==> config.mk <==
export PLATFORM = sky130hd
export DESIGN_NAME = tpg_generator
export DESIGN_NICKNAME = d
export VERILOG_FILES = /design/src/hdl/tpg_pkg.sv /design/src/hdl/tpg_crc_if.sv /design/src/hdl/tpg_crc32.sv /design/src/hdl/tpg_generator.sv
export VERILOG_INCLUDE_DIRS = /design/src /design/src/hdl
export SDC_FILE = /design/constraint.sdc
export NUM_CORES = 1
export LEC_CHECK = 0
export ABC_AREA = 1
export BUFFER_PORTS_ARGS = -buffer_cell sky130_fd_sc_hd__buf_4
export CORE_MARGIN = 2
export CORE_UTILIZATION = 28
export CTS_CLUSTER_DIAMETER = 120
export DETAILED_ROUTE_END_ITERATION = 12
export SLEW_MARGIN = 20
export SYNTH_ARGS = -nofsm -noshare
export SYNTH_HDL_FRONTEND = slang
export SYNTH_SLANG_ARGS = --single-unit
export TNS_END_PERCENT = 5
==> constraint.sdc <==
create_clock -name core_clk -period 2.9 [get_ports core_clk]
set_input_delay 0.435 -clock core_clk [delete_from_list [all_inputs] [get_ports core_clk]]
set_output_delay 0.435 -clock core_clk [all_outputs]
set_load 0.005 [all_outputs]
==> src/hdl/tpg_map.svh <==
// Summary of operation
// RL1 - Frames are generated only while both enable and run bits are one.
// RL2 - Duration bit one: send frames endlessly, counted in blocks of ten thousand.
// RL3 - Continuous mode turned off: stop at the next ten-thousand frame boundary.
// RL4 - Duration bit zero: send thirty million frames after start, then stop.
// RL5 - Length field selects 125, 64, 1518 or 10000 byte frames.
// RL6 - Gap bit selects 8192 ns or 96 ns idle time between frames.
// RL7 - Destination address is all ones with its low nibble from bits 9:6.
// RL8 - Source address is all ones with its low nibble from bits 5:2.
// RL9 - Payload type one gives a random payload, zero the fixed pattern.
// RL10 - Bad FCS bit one corrupts the check sequence, zero keeps it correct.
// RL11 - Fixed payload repeats the 16-bit pattern register through every payload.
// RL12 - Control bits 13:0 apply only after run is cleared and set again; bit 13 cleared mid-run still ends the run at a block boundary.
// RL13 - Pattern register changes apply only after run is cleared and set again.
// RL14 - Software should not start the generator on a live network.
// RL15 - Eight-bit CRC error counter saturates at 0xFF and clears when read.
// RL16 - Frame is DA, SA, payload, CRC-32; length includes the check sequence.
`ifndef TPG_MAP_SVH
`define TPG_MAP_SVH

// Register indexes; byte address is four times the index
`define TPG_IDX_CRC_COUNT 8'h17
`define TPG_IDX_CONTROL 8'h1D
`define TPG_IDX_PAYLOAD 8'h1E
`define TPG_IDX_STATUS 8'h1F

// Control register fields
`define TPG_BIT_ENABLE 15
`define TPG_BIT_RUN 14
`define TPG_BIT_CONT 13
`define TPG_LEN_HI 12
`define TPG_LEN_LO 11
`define TPG_BIT_GAP 10
`define TPG_DA_HI 9
`define TPG_DA_LO 6
`define TPG_SA_HI 5
`define TPG_SA_LO 2
`define TPG_BIT_RAND 1
`define TPG_BIT_BADFCS 0

// Reset values
`define TPG_CONTROL_RST 16'h0040
`define TPG_PAYLOAD_RST 16'h0000
`define TPG_CRC_COUNT_RST 8'h00
`define TPG_CRC_COUNT_MAX 8'hFF

// Frame layout
`define TPG_LEN_125 14'd125
`define TPG_LEN_64 14'd64
`define TPG_LEN_1518 14'd1518
`define TPG_LEN_JUMBO 14'd10000
`define TPG_DA_LAST 14'd5
`define TPG_SA_LAST 14'd11
`define TPG_HDR_BYTES 14'd12
`define TPG_FCS_BYTES 14'd4
`define TPG_CRC_POLY 32'hEDB88320
`define TPG_CRC_INIT 32'hFFFFFFFF
`define TPG_LFSR_SEED 16'hACE1
`define TPG_LFSR_TAPS 16'hB400

// Frame counts
`define TPG_BLOCK_FRAMES 10000
`define TPG_BURST_FRAMES 30000000

// Timing
`define TPG_CLK_PERIOD_PS 5000
`define TPG_GAP_SHORT_NS 96
`define TPG_GAP_LONG_NS 8192
`define TPG_NS_TO_CYC(ns) (((ns) * 1000 + `TPG_CLK_PERIOD_PS - 1) / `TPG_CLK_PERIOD_PS)

`endif

==> src/hdl/tpg_pkg.sv <==
package tpg_pkg;

   // Generator sequencing
   typedef enum logic [1:0] {
      TPG_IDLE  = 2'b00,
      TPG_FRAME = 2'b01,
      TPG_GAP   = 2'b10
   } tpg_state_type;

   // Configuration captured when a run starts
   typedef struct packed {
      logic        cont;
      logic [1:0]  len_sel;
      logic        long_gap;
      logic [3:0]  da;
      logic [3:0]  sa;
      logic        rnd;
      logic        bad_fcs;
      logic [15:0] pattern;
   } tpg_cfg_type;

endpackage

==> src/hdl/tpg_crc_if.sv <==
`timescale 1ns/100ps
interface tpg_crc_if;
   logic        init;
   logic        valid;
   logic [7:0]  data;
   logic [31:0] fcs;

   modport gen (output init, output valid, output data, input fcs);
   modport eng (input init, input valid, input data, output fcs);
endinterface // tpg_crc_if

==> src/hdl/tpg_crc32.sv <==
`timescale 1ns/100ps
`include "tpg_map.svh"
module tpg_crc32 (
   // Clock and reset
   input  wire logic core_clk,
   input  wire logic sys_rst,
   // Byte stream in, check sequence out
   tpg_crc_if.eng    crc
);
   import tpg_pkg::*;

   logic [31:0] remainder;
   logic [31:0] next_remainder;

   // Reflected CRC-32, one byte per clock, LSB first as on the wire
   function automatic logic [31:0] crc_byte(input logic [31:0] c, input logic [7:0] d);
      logic [31:0] r;
      r = c;
      for (int i = 0; i < 8; i++) begin
         r = (r[0] ^ d[i]) ? ((r >> 1) ^ `TPG_CRC_POLY) : (r >> 1);
      end
      return r;
   endfunction

   // Held at seed between frames so byte 0 always starts clean
   always_comb begin
      next_remainder = remainder;
      if (crc.init) begin
         next_remainder = `TPG_CRC_INIT;
      end else if (crc.valid) begin
         next_remainder = crc_byte(remainder, crc.data);
      end
   end

   always_ff @(posedge core_clk) begin
      if (sys_rst) begin
         remainder <= `TPG_CRC_INIT;
      end else begin
         remainder <= next_remainder;
      end
   end

   // Final complement; low byte goes out first
   assign crc.fcs = ~remainder;
endmodule // tpg_crc32

==> src/hdl/tpg_generator.sv <==
// The implementer's own choice: the Wishbone interface to the registers.
`timescale 1ns/100ps
`include "tpg_map.svh"
module tpg_generator #(
   parameter int unsigned BURST_FRAMES = `TPG_BURST_FRAMES,
   parameter int unsigned BLOCK_FRAMES = `TPG_BLOCK_FRAMES
) (
   // Clock and reset
   input  wire logic        core_clk,
   input  wire logic        sys_rst,
   // Wishbone classic slave
   input  wire logic        wb_cyc_i,
   input  wire logic        wb_stb_i,
   input  wire logic        wb_we_i,
   input  wire logic [9:0]  wb_adr_i,
   input  wire logic [3:0]  wb_sel_i,
   input  wire logic [31:0] wb_dat_i,
   output logic      [31:0] wb_dat_o,
   output logic             wb_ack_o,
   // Generated frame stream toward the media side
   output logic             tx_en,
   output logic      [7:0]  tx_data,
   // CRC error event from the receive checker, same clock
   input  wire logic        crc_err_seen
);
   import tpg_pkg::*;

   localparam int unsigned GAP_SHORT = `TPG_NS_TO_CYC(`TPG_GAP_SHORT_NS);
   localparam int unsigned GAP_LONG  = `TPG_NS_TO_CYC(`TPG_GAP_LONG_NS);

   // Register file and bus state
   logic [15:0]   control;
   logic [15:0]   next_control;
   logic [15:0]   payload;
   logic [15:0]   next_payload;
   logic [7:0]    crc_cnt;
   logic [7:0]    next_crc_cnt;
   logic          next_ack;
   logic [31:0]   next_dat;
   logic [7:0]    reg_idx;
   logic          bus_req;

   // Generator state
   tpg_state_type state;
   tpg_state_type next_state;
   tpg_cfg_type   cfg;
   tpg_cfg_type   next_cfg;
   logic [13:0]   byte_idx;
   logic [13:0]   next_byte_idx;
   logic [10:0]   gap_cnt;
   logic [10:0]   next_gap_cnt;
   logic [24:0]   total_cnt;
   logic [24:0]   next_total_cnt;
   logic [13:0]   block_cnt;
   logic [13:0]   next_block_cnt;
   logic [15:0]   lfsr;
   logic [15:0]   next_lfsr;
   logic          go_q;
   logic          armed;
   logic          next_armed;
   logic          next_tx_en;
   logic [7:0]    next_tx_data;

   // Generator decode
   logic          go;
   logic          start;
   logic [13:0]   len;
   logic          in_fcs;
   logic          last_byte;
   logic          block_end;
   logic          stop_now;
   logic [1:0]    fcs_k;
   logic [7:0]    cur_byte;

   tpg_crc_if     crc_if ();

   // RL5 length code decode
   // Frame size in bytes, check sequence included
   function automatic logic [13:0] frame_len(input logic [1:0] sel);
      case (sel)
         2'b00:   frame_len = `TPG_LEN_125;
         2'b01:   frame_len = `TPG_LEN_64;
         2'b10:   frame_len = `TPG_LEN_1518;
         default: frame_len = `TPG_LEN_JUMBO;
      endcase
   endfunction

   // Bus slave: one wait state, then a registered ack
   always_comb begin
      reg_idx      = wb_adr_i[9:2];
      bus_req      = wb_cyc_i & wb_stb_i & ~wb_ack_o;
      next_ack     = bus_req;
      next_dat     = wb_dat_o;
      next_control = control;
      next_payload = payload;
      next_crc_cnt = crc_cnt;
      // RL15 saturating error count
      if (crc_err_seen && crc_cnt != `TPG_CRC_COUNT_MAX) begin
         next_crc_cnt = crc_cnt + 8'h01;
      end
      if (bus_req && !wb_we_i) begin
         case (reg_idx)
            `TPG_IDX_CONTROL:   next_dat = {16'h0000, control};
            `TPG_IDX_PAYLOAD:   next_dat = {16'h0000, payload};
            `TPG_IDX_STATUS:    next_dat = {6'h00, total_cnt, state != TPG_IDLE};
            `TPG_IDX_CRC_COUNT: begin
               next_dat = {24'h000000, crc_cnt};
               // RL15 clear on read, a same-cycle error survives
               next_crc_cnt = crc_err_seen ? 8'h01 : `TPG_CRC_COUNT_RST;
            end
            default:            next_dat = 32'h00000000;
         endcase
      end
      // Write lands at the edge that samples ack, while the master still holds it
      if (wb_cyc_i && wb_stb_i && wb_ack_o && wb_we_i) begin
         // Byte lanes 0 and 1 only; upper lanes have no storage
         case (reg_idx)
            `TPG_IDX_CONTROL: begin
               if (wb_sel_i[0]) begin
                  next_control[7:0] = wb_dat_i[7:0];
               end
               if (wb_sel_i[1]) begin
                  next_control[15:8] = wb_dat_i[15:8];
               end
            end
            `TPG_IDX_PAYLOAD: begin
               if (wb_sel_i[0]) begin
                  next_payload[7:0] = wb_dat_i[7:0];
               end
               if (wb_sel_i[1]) begin
                  next_payload[15:8] = wb_dat_i[15:8];
               end
            end
            default: next_control = control;
         endcase
      end
   end

   always_ff @(posedge core_clk) begin
      if (sys_rst) begin
         control  <= `TPG_CONTROL_RST;
         payload  <= `TPG_PAYLOAD_RST;
         crc_cnt  <= `TPG_CRC_COUNT_RST;
         wb_ack_o <= 1'b0;
         wb_dat_o <= 32'h00000000;
      end else begin
         control  <= next_control;
         payload  <= next_payload;
         crc_cnt  <= next_crc_cnt;
         wb_ack_o <= next_ack;
         wb_dat_o <= next_dat;
      end
   end

   // Current byte of the frame, chosen by position
   always_comb begin
      len       = frame_len(cfg.len_sel);
      in_fcs    = byte_idx >= len - `TPG_FCS_BYTES;
      last_byte = byte_idx == len - 14'd1;
      fcs_k     = 2'(byte_idx - (len - `TPG_FCS_BYTES));
      // RL16 field order on the wire
      if (byte_idx < `TPG_DA_LAST) begin
         cur_byte = 8'hFF;
      end else if (byte_idx == `TPG_DA_LAST) begin
         // RL7 destination low nibble
         cur_byte = {4'hF, cfg.da};
      end else if (byte_idx < `TPG_SA_LAST) begin
         cur_byte = 8'hFF;
      end else if (byte_idx == `TPG_SA_LAST) begin
         // RL8 source low nibble
         cur_byte = {4'hF, cfg.sa};
      end else if (!in_fcs) begin
         // RL9 random or fixed payload
         if (cfg.rnd) begin
            cur_byte = lfsr[7:0];
         end else begin
            // RL11 pattern repeats, high byte first
            cur_byte = byte_idx[0] ? cfg.pattern[7:0] : cfg.pattern[15:8];
         end
      end else begin
         // RL10 corrupt first check byte on request
         cur_byte = crc_if.fcs[{fcs_k, 3'b000} +: 8]
                    ^ ((cfg.bad_fcs && fcs_k == 2'd0) ? 8'hFF : 8'h00);
      end
   end

   // Check sequence engine sees every byte ahead of the check sequence
   assign crc_if.init  = (state != TPG_FRAME);
   assign crc_if.valid = (state == TPG_FRAME) & ~in_fcs;
   assign crc_if.data  = cur_byte;

   tpg_crc32 u_crc (
      .core_clk (core_clk),
      .sys_rst  (sys_rst),
      .crc      (crc_if.eng)
   );

   // Frame sequencer
   always_comb begin
      // RL1 both bits must be set
      go             = control[`TPG_BIT_ENABLE] & control[`TPG_BIT_RUN];
      start          = go & ~go_q;
      block_end      = block_cnt == 14'(BLOCK_FRAMES - 1);
      stop_now       = 1'b0;
      next_state     = state;
      next_cfg       = cfg;
      next_byte_idx  = byte_idx;
      next_gap_cnt   = gap_cnt;
      next_total_cnt = total_cnt;
      next_block_cnt = block_cnt;
      next_lfsr      = lfsr;
      next_armed     = armed | start;
      next_tx_en     = (state == TPG_FRAME);
      next_tx_data   = (state == TPG_FRAME) ? cur_byte : 8'h00;
      case (state)
         TPG_IDLE: begin
            // RL12 settings captured only on a fresh start
            if (armed && go) begin
               next_armed     = start;
               next_cfg.cont     = control[`TPG_BIT_CONT];
               next_cfg.len_sel  = control[`TPG_LEN_HI:`TPG_LEN_LO];
               next_cfg.long_gap = control[`TPG_BIT_GAP];
               next_cfg.da       = control[`TPG_DA_HI:`TPG_DA_LO];
               next_cfg.sa       = control[`TPG_SA_HI:`TPG_SA_LO];
               next_cfg.rnd      = control[`TPG_BIT_RAND];
               next_cfg.bad_fcs  = control[`TPG_BIT_BADFCS];
               // RL13 pattern captured with the rest
               next_cfg.pattern  = payload;
               next_total_cnt = 25'h0000000;
               next_block_cnt = 14'h0000;
               next_byte_idx  = 14'h0000;
               next_state     = TPG_FRAME;
            end else if (!go) begin
               next_armed = 1'b0;
            end
         end
         TPG_FRAME: begin
            next_byte_idx = byte_idx + 14'd1;
            if (cfg.rnd && byte_idx > `TPG_SA_LAST && !in_fcs) begin
               next_lfsr = {1'b0, lfsr[15:1]} ^ (lfsr[0] ? `TPG_LFSR_TAPS : 16'h0000);
            end
            if (last_byte) begin
               next_total_cnt = total_cnt + 25'd1;
               // RL2 count in blocks of ten thousand
               next_block_cnt = block_end ? 14'h0000 : block_cnt + 14'd1;
               if (cfg.cont) begin
                  // RL3 live continuous bit off ends at boundary
                  stop_now = block_end & ~control[`TPG_BIT_CONT];
               end else begin
                  // RL4 bounded burst ends by itself
                  stop_now = total_cnt == 25'(BURST_FRAMES - 1);
               end
               next_byte_idx = 14'h0000;
               // RL1 stop at the frame end, never mid-frame
               if (stop_now || !go || armed) begin
                  next_state = TPG_IDLE;
               end else begin
                  next_state = TPG_GAP;
                  // RL6 idle time between frames
                  next_gap_cnt = cfg.long_gap ? 11'(GAP_LONG - 1) : 11'(GAP_SHORT - 1);
               end
            end
         end
         TPG_GAP: begin
            next_gap_cnt = gap_cnt - 11'd1;
            // RL12 a restart abandons the gap and reloads settings
            if (!go || armed) begin
               next_state = TPG_IDLE;
            end else if (gap_cnt == 11'd0) begin
               next_state = TPG_FRAME;
            end
         end
         default: next_state = TPG_IDLE;
      endcase
   end

   always_ff @(posedge core_clk) begin
      if (sys_rst) begin
         state     <= TPG_IDLE;
         cfg       <= '0;
         byte_idx  <= 14'h0000;
         gap_cnt   <= 11'h000;
         total_cnt <= 25'h0000000;
         block_cnt <= 14'h0000;
         lfsr      <= `TPG_LFSR_SEED;
         go_q      <= 1'b0;
         armed     <= 1'b0;
         tx_en     <= 1'b0;
         tx_data   <= 8'h00;
      end else begin
         state     <= next_state;
         cfg       <= next_cfg;
         byte_idx  <= next_byte_idx;
         gap_cnt   <= next_gap_cnt;
         total_cnt <= next_total_cnt;
         block_cnt <= next_block_cnt;
         lfsr      <= next_lfsr;
         go_q      <= go;
         armed     <= next_armed;
         tx_en     <= next_tx_en;
         tx_data   <= next_tx_data;
      end
   end
endmodule // tpg_generator

==> reports/qor.yml, run 1 <==
layout:
  fillers: 4428
  antenna_cells: 0
  drive_gt1_share_pct: 22.9
  final_cells: 2444
  multi_input_area_sq_mm: 0.00706
  nets: 1966
  seq_area_sq_mm: 0.00445
  area_growth_pct: 29.8
clock_tree:
  cts_tree: "done"
  clock_latency_ns: 0.58
  htreeDepth: 1
  clk_pin_slew_worst_paths_ns: 0.06
  cts_root_buffer: "clkbuf_16"
  clockBufferDepth: 3
  hold_buffers: 0
  clock-sinks: 222
  cts-buffers-inserted: 27
die:
  rows: 75
  boundaryPins: 94
  die_w_um: 211
  die_area_sq_mm: 0.0444
  core_area_sq_mm: 0.0420
  dieHeight_um: 211
  start_util_pct: 28.4
synth:
  synth_edf_count: 0
  ys_ff_latch: 222
  synthTopCellsByCount: "377 x nand2_1, 222 x dfxtp_1, 193 x inv_1"
  ys_seq_area_share_pct: 37.2
  syn_inst: 1730
  synthFlopType: "dfxtp_1"
  synthDistinctLibCells: 55
  ys_top_cells_by_area: "dfxtp_1 37%, nand2_1 12%, a21oi_1 6.8%, inv_1 6.1%, o21ai_0 5.7%"
  yosysMostFrequentCell: "nand2_1"
  syn-cell-area_sq_mm: 0.0120
  yosysTopAreaCellShare_pct: 37.2
  async_flop_share_pct: 0
  synth_top_area_cell: "dfxtp_1"
  syn_area_per_cell_sq_um: 6.91
  ys_warn_count: 0
outcome:
  violations: "setup timing"
  status: "finished, violations left"
sta:
  fmax_ghz: 0.308
  clock_skew_ns: 0.0230
  worst_pin_slew_ns: 1.00
  slew_violations: 0
  hold_viol: 0
  relSlewSlack_pct: 33.1
  period_minus_slack_ns: 3.25
  fin_crit_sh_pct: 112
  rsz0062_at_grt: "true"
  fin_ws_ns: -0.348
  setup_violations: 36
global_routing:
  grt.total_usage_pct: 16.2
  grt_pass1_vias: 11400
  antenna_found_initial: 0
  grt_first_pass_wirelength_um: 59300
  grt_max_degree: 56
  gr-total-overflow: 0
place:
  dp_cells: 2383
  dp_slack_ns: -0.372
  hpwl_um: 26900
  gp_congestion: 0.901
  numPortBuffers: 67
worst_setup_path:
  crit_top_cell: "nand2_1"
  crit_type: "register to register"
  cp_slowest_cell: "dfxtp_4"
  cp-end-kind: "register"
  crit_path_max_incr_delay_ns: 0.37
  path_delay_family: "simple AND/OR/NAND/NOR gates"
  start_kind: "register"
  worstPathArrival_ns: 3.77
  cp.required_ns: 3.42
  reg2reg_slack_ns: -0.35
  cp_max_fo: 6
  critPathBufInv: 6
route:
  routedWlPerCell_um: 14.9
  first_pass_iters: 5
  viasPerCell: 4.88
  finalWirelength_um: 36400
  drt-initial-drc-count: 775
  vias: 11900
  ant_nets: 0
  drc_errors: 0
pwr:
  p_leak_nw: 6.49
  power.density_mw_per_mm2: 436
  vdd_ir_drop_max_v: 0.000466
min_path:
  hold_class: "primary input to register"
flow_run:
  cap_violations: 0
-- repair_timing --
action / in CTS / in global routing
buffers inserted: 6 / 6
endpoints found under the setup margin: 59 / 95
pin swaps: 34 / 32
gates cloned: 0 / 0
resized for setup: 64 / 93
-- per-stage QoR --
stage	hold WS, ns	util, %	cell area (sq um)	TNS [ns]	power (mW)
after global routing	0.122	36.9	15500	-20.49	6.99
after global placement	0.439	33.0	13900	-7.74	3.26
after CTS	0.110	36.0	15100	-7.03	6.85
after detailed placement	0.459	33.0	13900	-10.15	3.26
after floorplan	0.430	-	12100	-0.0260	3.19
final	0.123	36.9	15500	-7.28	6.77
-- per-layer routing --
metal	vias to the layer above	wire [um]	global-route usage [%]
met4	0	822	3.76
met3	62	1970	2.63
li1	6032	-	-
met1	5528	16900	21.9
met2	298	16700	27.0
met5	-	0	0
-- logic make-up after synthesis --
kind of cell / share of synthesized area, %
simple gates: 29.7
compound gates: 17.0
buf+inv: 9.47
flops: 37.2
xor+xnor: 3.57
fa+ha+maj: 3.10
other cells: 0.0314
-- flip-flops by register name, indices dropped and copies added (netlist names), 8 cells and up --
name / flops
crc_cnt: 8
lfsr: 16
cfg: 30
byte_idx: 14
control: 16
tx_data: 8
block_cnt: 14
u_crc.remainder: 32
gap_cnt: 11
payload: 16
wb_dat_o: 26
total_cnt: 25
-- area by class of cell --
| type | count | area share, % |
|---|---|---|
| multi-input cells | 1229 | 45.5 |
| flip-flops and latches | 222 | 28.7 |
| repair buffers | 191 | 9.92 |
| inverters | 214 | 5.40 |
| clock buffers | 32 | 4.80 |
| well taps | 539 | 4.35 |
| clock inverters | 17 | 1.35 |
-- tightest hold or removal path: stages --
cell    delay (ns)
buf_4         0.09
nor3_1        0.04
nor2_1        0.09
-- power breakdown --
group / leakage, nW / internal (mW) / switching (mW)
Sequential: 1.79 / 3.05 / 0.00434
Combinational: 4.23 / 0.0503 / 0.0884
Clock: 0.462 / 2.12 / 1.45
-- placed cells by master, fill, tap and decap left out, types with 27 or more instances in the layout --
cell type	instances
nor2_1	114
buf_4	171
nand4_1	29
nand3_1	99
nand2_2	42
inv_1	184
dfxtp_1	219
nor3_1	31
clkbuf_16	27
xor2_1	33
a21oi_1	159
nand2_1	343
o21ai_0	123
-- worst paths after layout --
path / to / startpoint / cells after the start
max: u_crc.remainder[25] / cfg[28] / 28
min: payload[15] / wb_dat_i[15] / 3
min reg2reg: lfsr[11] / lfsr[12] / 2
max reg2reg: u_crc.remainder[25] / cfg[28] / 28
(Power assumes the default switching activity.)
==> run 2, diff against run 1 <==
==> constraint.sdc (replaced) <==
create_clock -name core_clk -period 3.25 [get_ports core_clk]
set_input_delay 0.325 -clock core_clk [delete_from_list [all_inputs] [get_ports core_clk]]
set_output_delay 0.325 -clock core_clk [all_outputs]
set_load 0.005 [all_outputs]
==> run 2 against run 1 <==
The run still ends with setup timing left. First-iteration DRC count down 4.9%. Global-route usage down 0.92 points. Clock-buffer cell count up 1. Critical path type unchanged. Largest power group unchanged.
==> reports/qor.yml, run 2 (synthesized netlist as in run 1, its figures left out) <==
outcome:
  status: "finished, violations left"
  violations: "setup timing"
layout:
  fillers: 4308  # -2.7%
  antenna_cells: 0  # unchanged
  largest-register: "u_crc.remainder"
  largest_reg_flops: 32  # unchanged
  multi_input_area_sq_mm: 0.00717  # +1.6%
  layout_commonest_cell: "nand2_1"
  reg_top3: "u_crc.remainder x32, cfg x30, wb_dat_o x26"
  seq_area_sq_mm: 0.00445  # about the same
  final_cell_mix: "326 x nand2_1, 220 x dfxtp_1, 184 x inv_1, 174 x buf_4, 159 x a21oi_1"
  area_growth_pct: 29.4
  nets: 1960  # -0.31%
  drive_gt1_share_pct: 22.6  # -0.34 points
route:
  drt-initial-drc-count: 737  # -4.9%
  first_pass_iters: 6  # +1
  drc_errors: 0  # unchanged
  finalWirelength_um: 35600  # -2.4%
  vias: 11800  # -0.64%
  viasPerCell: 4.86  # -0.35%
  routedWlPerCell_um: 14.6  # -2.1%
  ant_nets: 0  # unchanged
sta:
  setup_violations: 3  # -92%
  slew_violations: 0  # unchanged
  fmax_ghz: 0.306  # -0.62%
  fin_crit_sh_pct: 101  # -11 points
  fin_ws_ns: -0.0185  # +0.330 ns
  period_minus_slack_ns: 3.27  # +0.0204 ns
  clock_skew_ns: 0.00921  # -0.0138 ns
  finalSetupTns_ns: -0.0224  # +7.26 ns
  worst_pin_slew_ns: 0.972  # -0.0277 ns
  whs_ns: 0.0291  # -0.0939 ns
  hold_viol: 0  # unchanged
  rsz0062_at_grt: "true"
  relSlewSlack_pct: 34.9  # +1.9 points
die:
  core_area_sq_mm: 0.0420  # unchanged
  dieHeight_um: 211  # unchanged
  die_area_sq_mm: 0.0444  # unchanged
  boundaryPins: 94  # unchanged
  rows: 75  # unchanged
  die_w_um: 211  # unchanged
  start_util_pct: 28.4  # unchanged
place:
  hpwl_um: 25700  # -4.6%
  numPortBuffers: 67  # unchanged
  gp_congestion: 0.899  # -0.21%
clock_tree:
  htreeDepth: 1  # unchanged
  cts-buffers-inserted: 25  # -7.4%
  clk_pin_slew_worst_paths_ns: 0.06  # about the same
  clockBufferDepth: 3  # unchanged
  clock_latency_ns: 0.55  # -0.03 ns
  clock-sinks: 222  # unchanged
  cts_root_buffer: "clkbuf_16"
  cts_tree: "done"
flow_run:
  cap_violations: 0  # unchanged
pwr:
  switchingPower_mw: 1.31  # -15%
  power.density_mw_per_mm2: 383  # -12%
  p_int_mw: 4.62  # -12%
  pwr-share-seq_pct: 46.0  # +0.8 points
  p_clk_share_pct: 51.9  # -0.9 points
  p_sw_share_pct: 22.1  # -0.71 points
  p_comb_share_pct: 2.0  # about the same
  vdd_ir_drop_max_v: 0.000414  # -11%
  p_leak_nw: 6.45  # -0.58%
global_routing:
  antenna_found_initial: 0  # unchanged
  grt_max_degree: 61  # +8.9%
  gr-total-overflow: 0  # unchanged
  grt_pass1_vias: 11100  # -3.0%
  grt.total_usage_pct: 15.3  # -0.92 points
  grt_first_pass_wirelength_um: 56300  # -4.9%
worst_setup_path:
  reg2reg_depth: 21  # -25%
  start_kind: "register"
  cp_max_fo: 7  # +1
  crit_type: "register to register"
  setup.worst_path.start: "cfg[28]"
  r2r_end: "u_crc.remainder[5]"
  endpoint: "u_crc.remainder[5]"
  reg2reg_slack_ns: -0.02  # +0.33 ns
  cp.required_ns: 3.69  # +0.27 ns
  worstPathArrival_ns: 3.71  # -0.06 ns
  timing.rr.start: "cfg[28]"
  cp-end-kind: "register"
min_path:
  hold_class: "primary input to register"
-- run 2: what timing repair did --
item	4_1_cts	5_1_grt
pin swaps	5	66
endpoints found under the hold margin	1	0
setup endpoints to repair	31	41
gates cloned	0	1
hold buffers	1	0
setup buffers	8	18
gates resized for setup	34	167
-- run 2: worst min-delay path by stage --
stage	startpoint	endpoint	slack, ns	depth (start not counted)
after detailed placement	lfsr[12]	lfsr[11]	0.45	2
final	wb_dat_i[15]	payload[15]	0.03	3
after CTS	wb_dat_i[15]	payload[15]	0.02	3
after global routing	wb_dat_i[15]	control[15]	0.05	3
after floorplan	lfsr[15]	lfsr[15]	0.43	2
after global placement	lfsr[15]	lfsr[15]	0.44	2
-- run 2: layout make-up --
| cell class | count | share of cell area [%] |
|---|---|---|
| repair inverters | 1 | 0.0404 |
| clock inverters | 13 | 1.18 |
| clock buffers | 33 | 4.56 |
| multi-input cells | 1229 | 46.3 |
| well taps | 539 | 4.36 |
| flip-flops and latches | 222 | 28.8 |
| repair buffers | 186 | 9.42 |
| inverters | 214 | 5.37 |
-- run 2: metal layers --
metal  vias to the layer above  share of wire, %  global-route usage (%)
met1                      5485                47                    21.2
met2                       301                45                    24.5
met4                         0               3.1                    4.69
met3                        62               5.1                    2.26
li1                       5996                 -                       -
met5                         -                 0                       0
-- run 2: critical path, stage by stage, from the launching register on --
cell	delay (ns)
dfxtp_4	0.38
inv_4	0.08
ha_4	0.13
ha_4	0.12
inv_2	0.04
fa_2	0.65
buf_12	0.18
a21oi_2	0.04
o21ai_1	0.09
nand2_1	0.09
xor2_1	0.16
nand2_1	0.11
nand4_1	0.15
nand2_4	0.18
inv_4	0.06
nand3_4	0.08
nand2_4	0.09
buf_4	0.14
buf_4	0.13
xnor2_2	0.13
nand2_1	0.07
nand2_1	0.06
-- run 2: metrics by stage --
stage / setup slack, ns / area, sq um / util, % / cells / power, mW
detailed placement: -0.186 / 13500 / 32.2 / 2363 / 2.91
finish: -0.0185 / 15500 / 36.8 / 2437 / 5.92
global route: -0.214 / 15500 / 36.8 / 2437 / 6.10
global placement: -0.126 / 13500 / 32.2 / 2363 / 2.91
CTS: -0.0259 / 14600 / 34.8 / 2418 / 5.98
floorplan: 0.128 / 12000 / - / 1735 / 2.85
-- run 2: power by group through the flow --
stage | logic [mW] | registers, mW | clock network [mW]
after floorplan | 0.0647 | 2.79 | 0
after global placement | 0.118 | 2.79 | 0
after detailed placement | 0.120 | 2.79 | 0
after CTS | 0.121 | 2.73 | 3.13
after global routing | 0.133 | 2.73 | 3.25
final | 0.121 | 2.73 | 3.08
==> run 3, diff against run 2 <==
SKIP_CTS_REPAIR_TIMING = 1   (was not set)
==> run 3 against run 2 <==
The run still ends with setup timing left. Global-route usage fell by 0.071 points. Worst setup slack got worse by 0.084 ns. Clock skew is 0.0024 ns higher. Via count is 0.19% higher. Critical path depth grew 5. Fmax fell by 2.5%. Die area did not move.
==> reports/qor.yml, run 3 (synthesized netlist as in run 1, its figures left out) <==
layout:
  fillers: 4297  # -0.26%
  reg_top3: "u_crc.remainder x32, cfg x30, wb_dat_o x26"
  nets: 1958  # -0.10%
  drive_gt1_share_pct: 22.5  # -0.082 points
  antenna_cells: 0  # unchanged
  final_cells: 2435  # -0.082%
  multi_input_area_sq_mm: 0.00714  # -0.35%
  seq_area_sq_mm: 0.00445  # unchanged
  area_growth_pct: 29.2
  final_cell_mix: "331 x nand2_1, 220 x dfxtp_1, 183 x inv_1, 169 x buf_4, 159 x a21oi_1"
  largest_reg_flops: 32  # unchanged
  largest-register: "u_crc.remainder"
  layout_commonest_cell: "nand2_1"
die:
  dieHeight_um: 211  # unchanged
  die_area_sq_mm: 0.0444  # unchanged
  boundaryPins: 94  # unchanged
  rows: 75  # unchanged
  core_area_sq_mm: 0.0420  # unchanged
  die_w_um: 211  # unchanged
  start_util_pct: 28.4  # unchanged
sta:
  period_minus_slack_ns: 3.35  # +0.0836 ns
  whs_ns: 0.0120  # -0.0171 ns
  fin_crit_sh_pct: 103  # +2.6 points
  clock_skew_ns: 0.0116  # +0.00236 ns
  slew_violations: 0  # unchanged
  worst_pin_slew_ns: 1.04  # +0.0677 ns
  fmax_ghz: 0.298  # -2.5%
  hold_viol: 0  # unchanged
  relSlewSlack_pct: 30.4  # -4.5 points
  setup_violations: 25  # +22
  fin_ws_ns: -0.102  # -0.0836 ns
  rsz0062_at_grt: "true"
clock_tree:
  clk_pin_slew_worst_paths_ns: 0.06  # about the same
  clock_latency_ns: 0.55  # about the same
  htreeDepth: 1  # unchanged
  clockBufferDepth: 3  # unchanged
  cts-buffers-inserted: 25  # unchanged
  clock-sinks: 222  # unchanged
  cts_tree: "done"
  cts_root_buffer: "clkbuf_16"
worst_setup_path:
  cp.required_ns: 3.68  # about the same
  reg2reg_slack_ns: -0.10  # -0.08 ns
  timing.rr.start: "cfg[28]"
  endpoint: "u_crc.remainder[20]"
  crit_type: "register to register"
  start_kind: "register"
  setup.worst_path.start: "cfg[28]"
  cp_max_fo: 8  # +1
  worstPathArrival_ns: 3.79  # +0.08 ns
  cp-end-kind: "register"
  reg2reg_depth: 26  # +24%
  r2r_end: "u_crc.remainder[20]"
place:
  dp_cells: 2363  # unchanged
  gp_congestion: 0.899  # unchanged
  dp_slack_ns: -0.186  # unchanged
  hpwl_um: 25700  # unchanged
  numPortBuffers: 67  # unchanged
min_path:
  hold_class: "primary input to register"
  hp-start: "wb_dat_i[6]"
pwr:
  finalPower_mw: 5.91  # -0.18%
  p_leak_nw: 6.42  # -0.50%
  power.density_mw_per_mm2: 383  # about the same
  vdd_ir_drop_max_v: 0.000413  # -0.11%
global_routing:
  antenna_found_initial: 0  # unchanged
  gr-total-overflow: 0  # unchanged
  grt_max_degree: 61  # unchanged
  grt.total_usage_pct: 15.2  # -0.071 points
  grt_pass1_vias: 11000  # -0.51%
  grt_first_pass_wirelength_um: 56100  # -0.44%
outcome:
  violations: "setup timing"
  status: "finished, violations left"
route:
  drc_errors: 0  # unchanged
  vias: 11900  # +0.19%
  finalWirelength_um: 35700  # +0.46%
  ant_nets: 0  # unchanged
  viasPerCell: 4.87  # +0.27%
  first_pass_iters: 5  # -1
  drt-initial-drc-count: 728  # -1.2%
  routedWlPerCell_um: 14.7  # +0.54%
flow_run:
  cap_violations: 0  # unchanged
==> run 3: layout make-up <==
type                    instances  share of cell area [%]
inverters                     214                    5.36
well taps                     539                    4.37
flip-flops and latches        222                    28.8
multi-input cells            1229                    46.2
clock inverters                13                    1.18
repair inverters                1                  0.0486
clock buffers                  33                    4.57
repair buffers                184                    9.42
==> run 3: routing by layer <==
| metal | GRT usage (%) | vias up | routed length [um] |
|---|---|---|---|
| li1 | - | 5989 | - |
| met1 | 21.1 | 5482 | 16600 |
| met2 | 24.4 | 323 | 16000 |
| met3 | 2.26 | 72 | 1930 |
| met4 | 4.69 | 0 | 1200 |
| met5 | 0 | - | 0 |
==> run 3: worst min path at each step <==
stage,endpoint,slack [ns],cells after the start
finish,control[6],0.01,3
global route,control[6],0.02,3
CTS,control[6],-0.002,3
detailed placement,lfsr[11],0.45,2
global placement,lfsr[15],0.44,2
floorplan,lfsr[15],0.43,2
==> run 3: worst max-delay path, cell delays in order (launching register included) <==
cell,delay [ns]
dfxtp_4,0.37
inv_4,0.08
ha_4,0.13
ha_4,0.12
inv_2,0.04
fa_2,0.65
buf_6,0.13
buf_12,0.14
nand3_4,0.08
nand2_2,0.08
xor2_1,0.16
inv_1,0.06
nand2_1,0.05
nand3_1,0.06
nand2_1,0.08
nand2_2,0.08
nand2_2,0.10
nand2_4,0.08
nand2_8,0.14
buf_6,0.13
nand3_4,0.11
nand2_4,0.10
nand2_4,0.05
nand2_2,0.04
nand2_1,0.04
nand3_1,0.07
nand2_1,0.06
==> run 3: power breakdown <==
part	internal (mW)	switching, mW	total [mW]	leakage, nW
registers	2.72	0.00355	2.73	1.79
logic	0.0431	0.0767	0.120	4.19
clock network	1.85	1.22	3.07	0.441
==> run 3: stage by stage <==
step                util [%]  setup TNS, ns  area [sq um]
floorplan                  -              0         12000
global placement        32.2          -1.34         13500
detailed placement      32.2          -2.38         13500
CTS                     34.3          -3.40         14400
global route            36.7          -6.64         15400
finish                  36.7          -1.40         15400
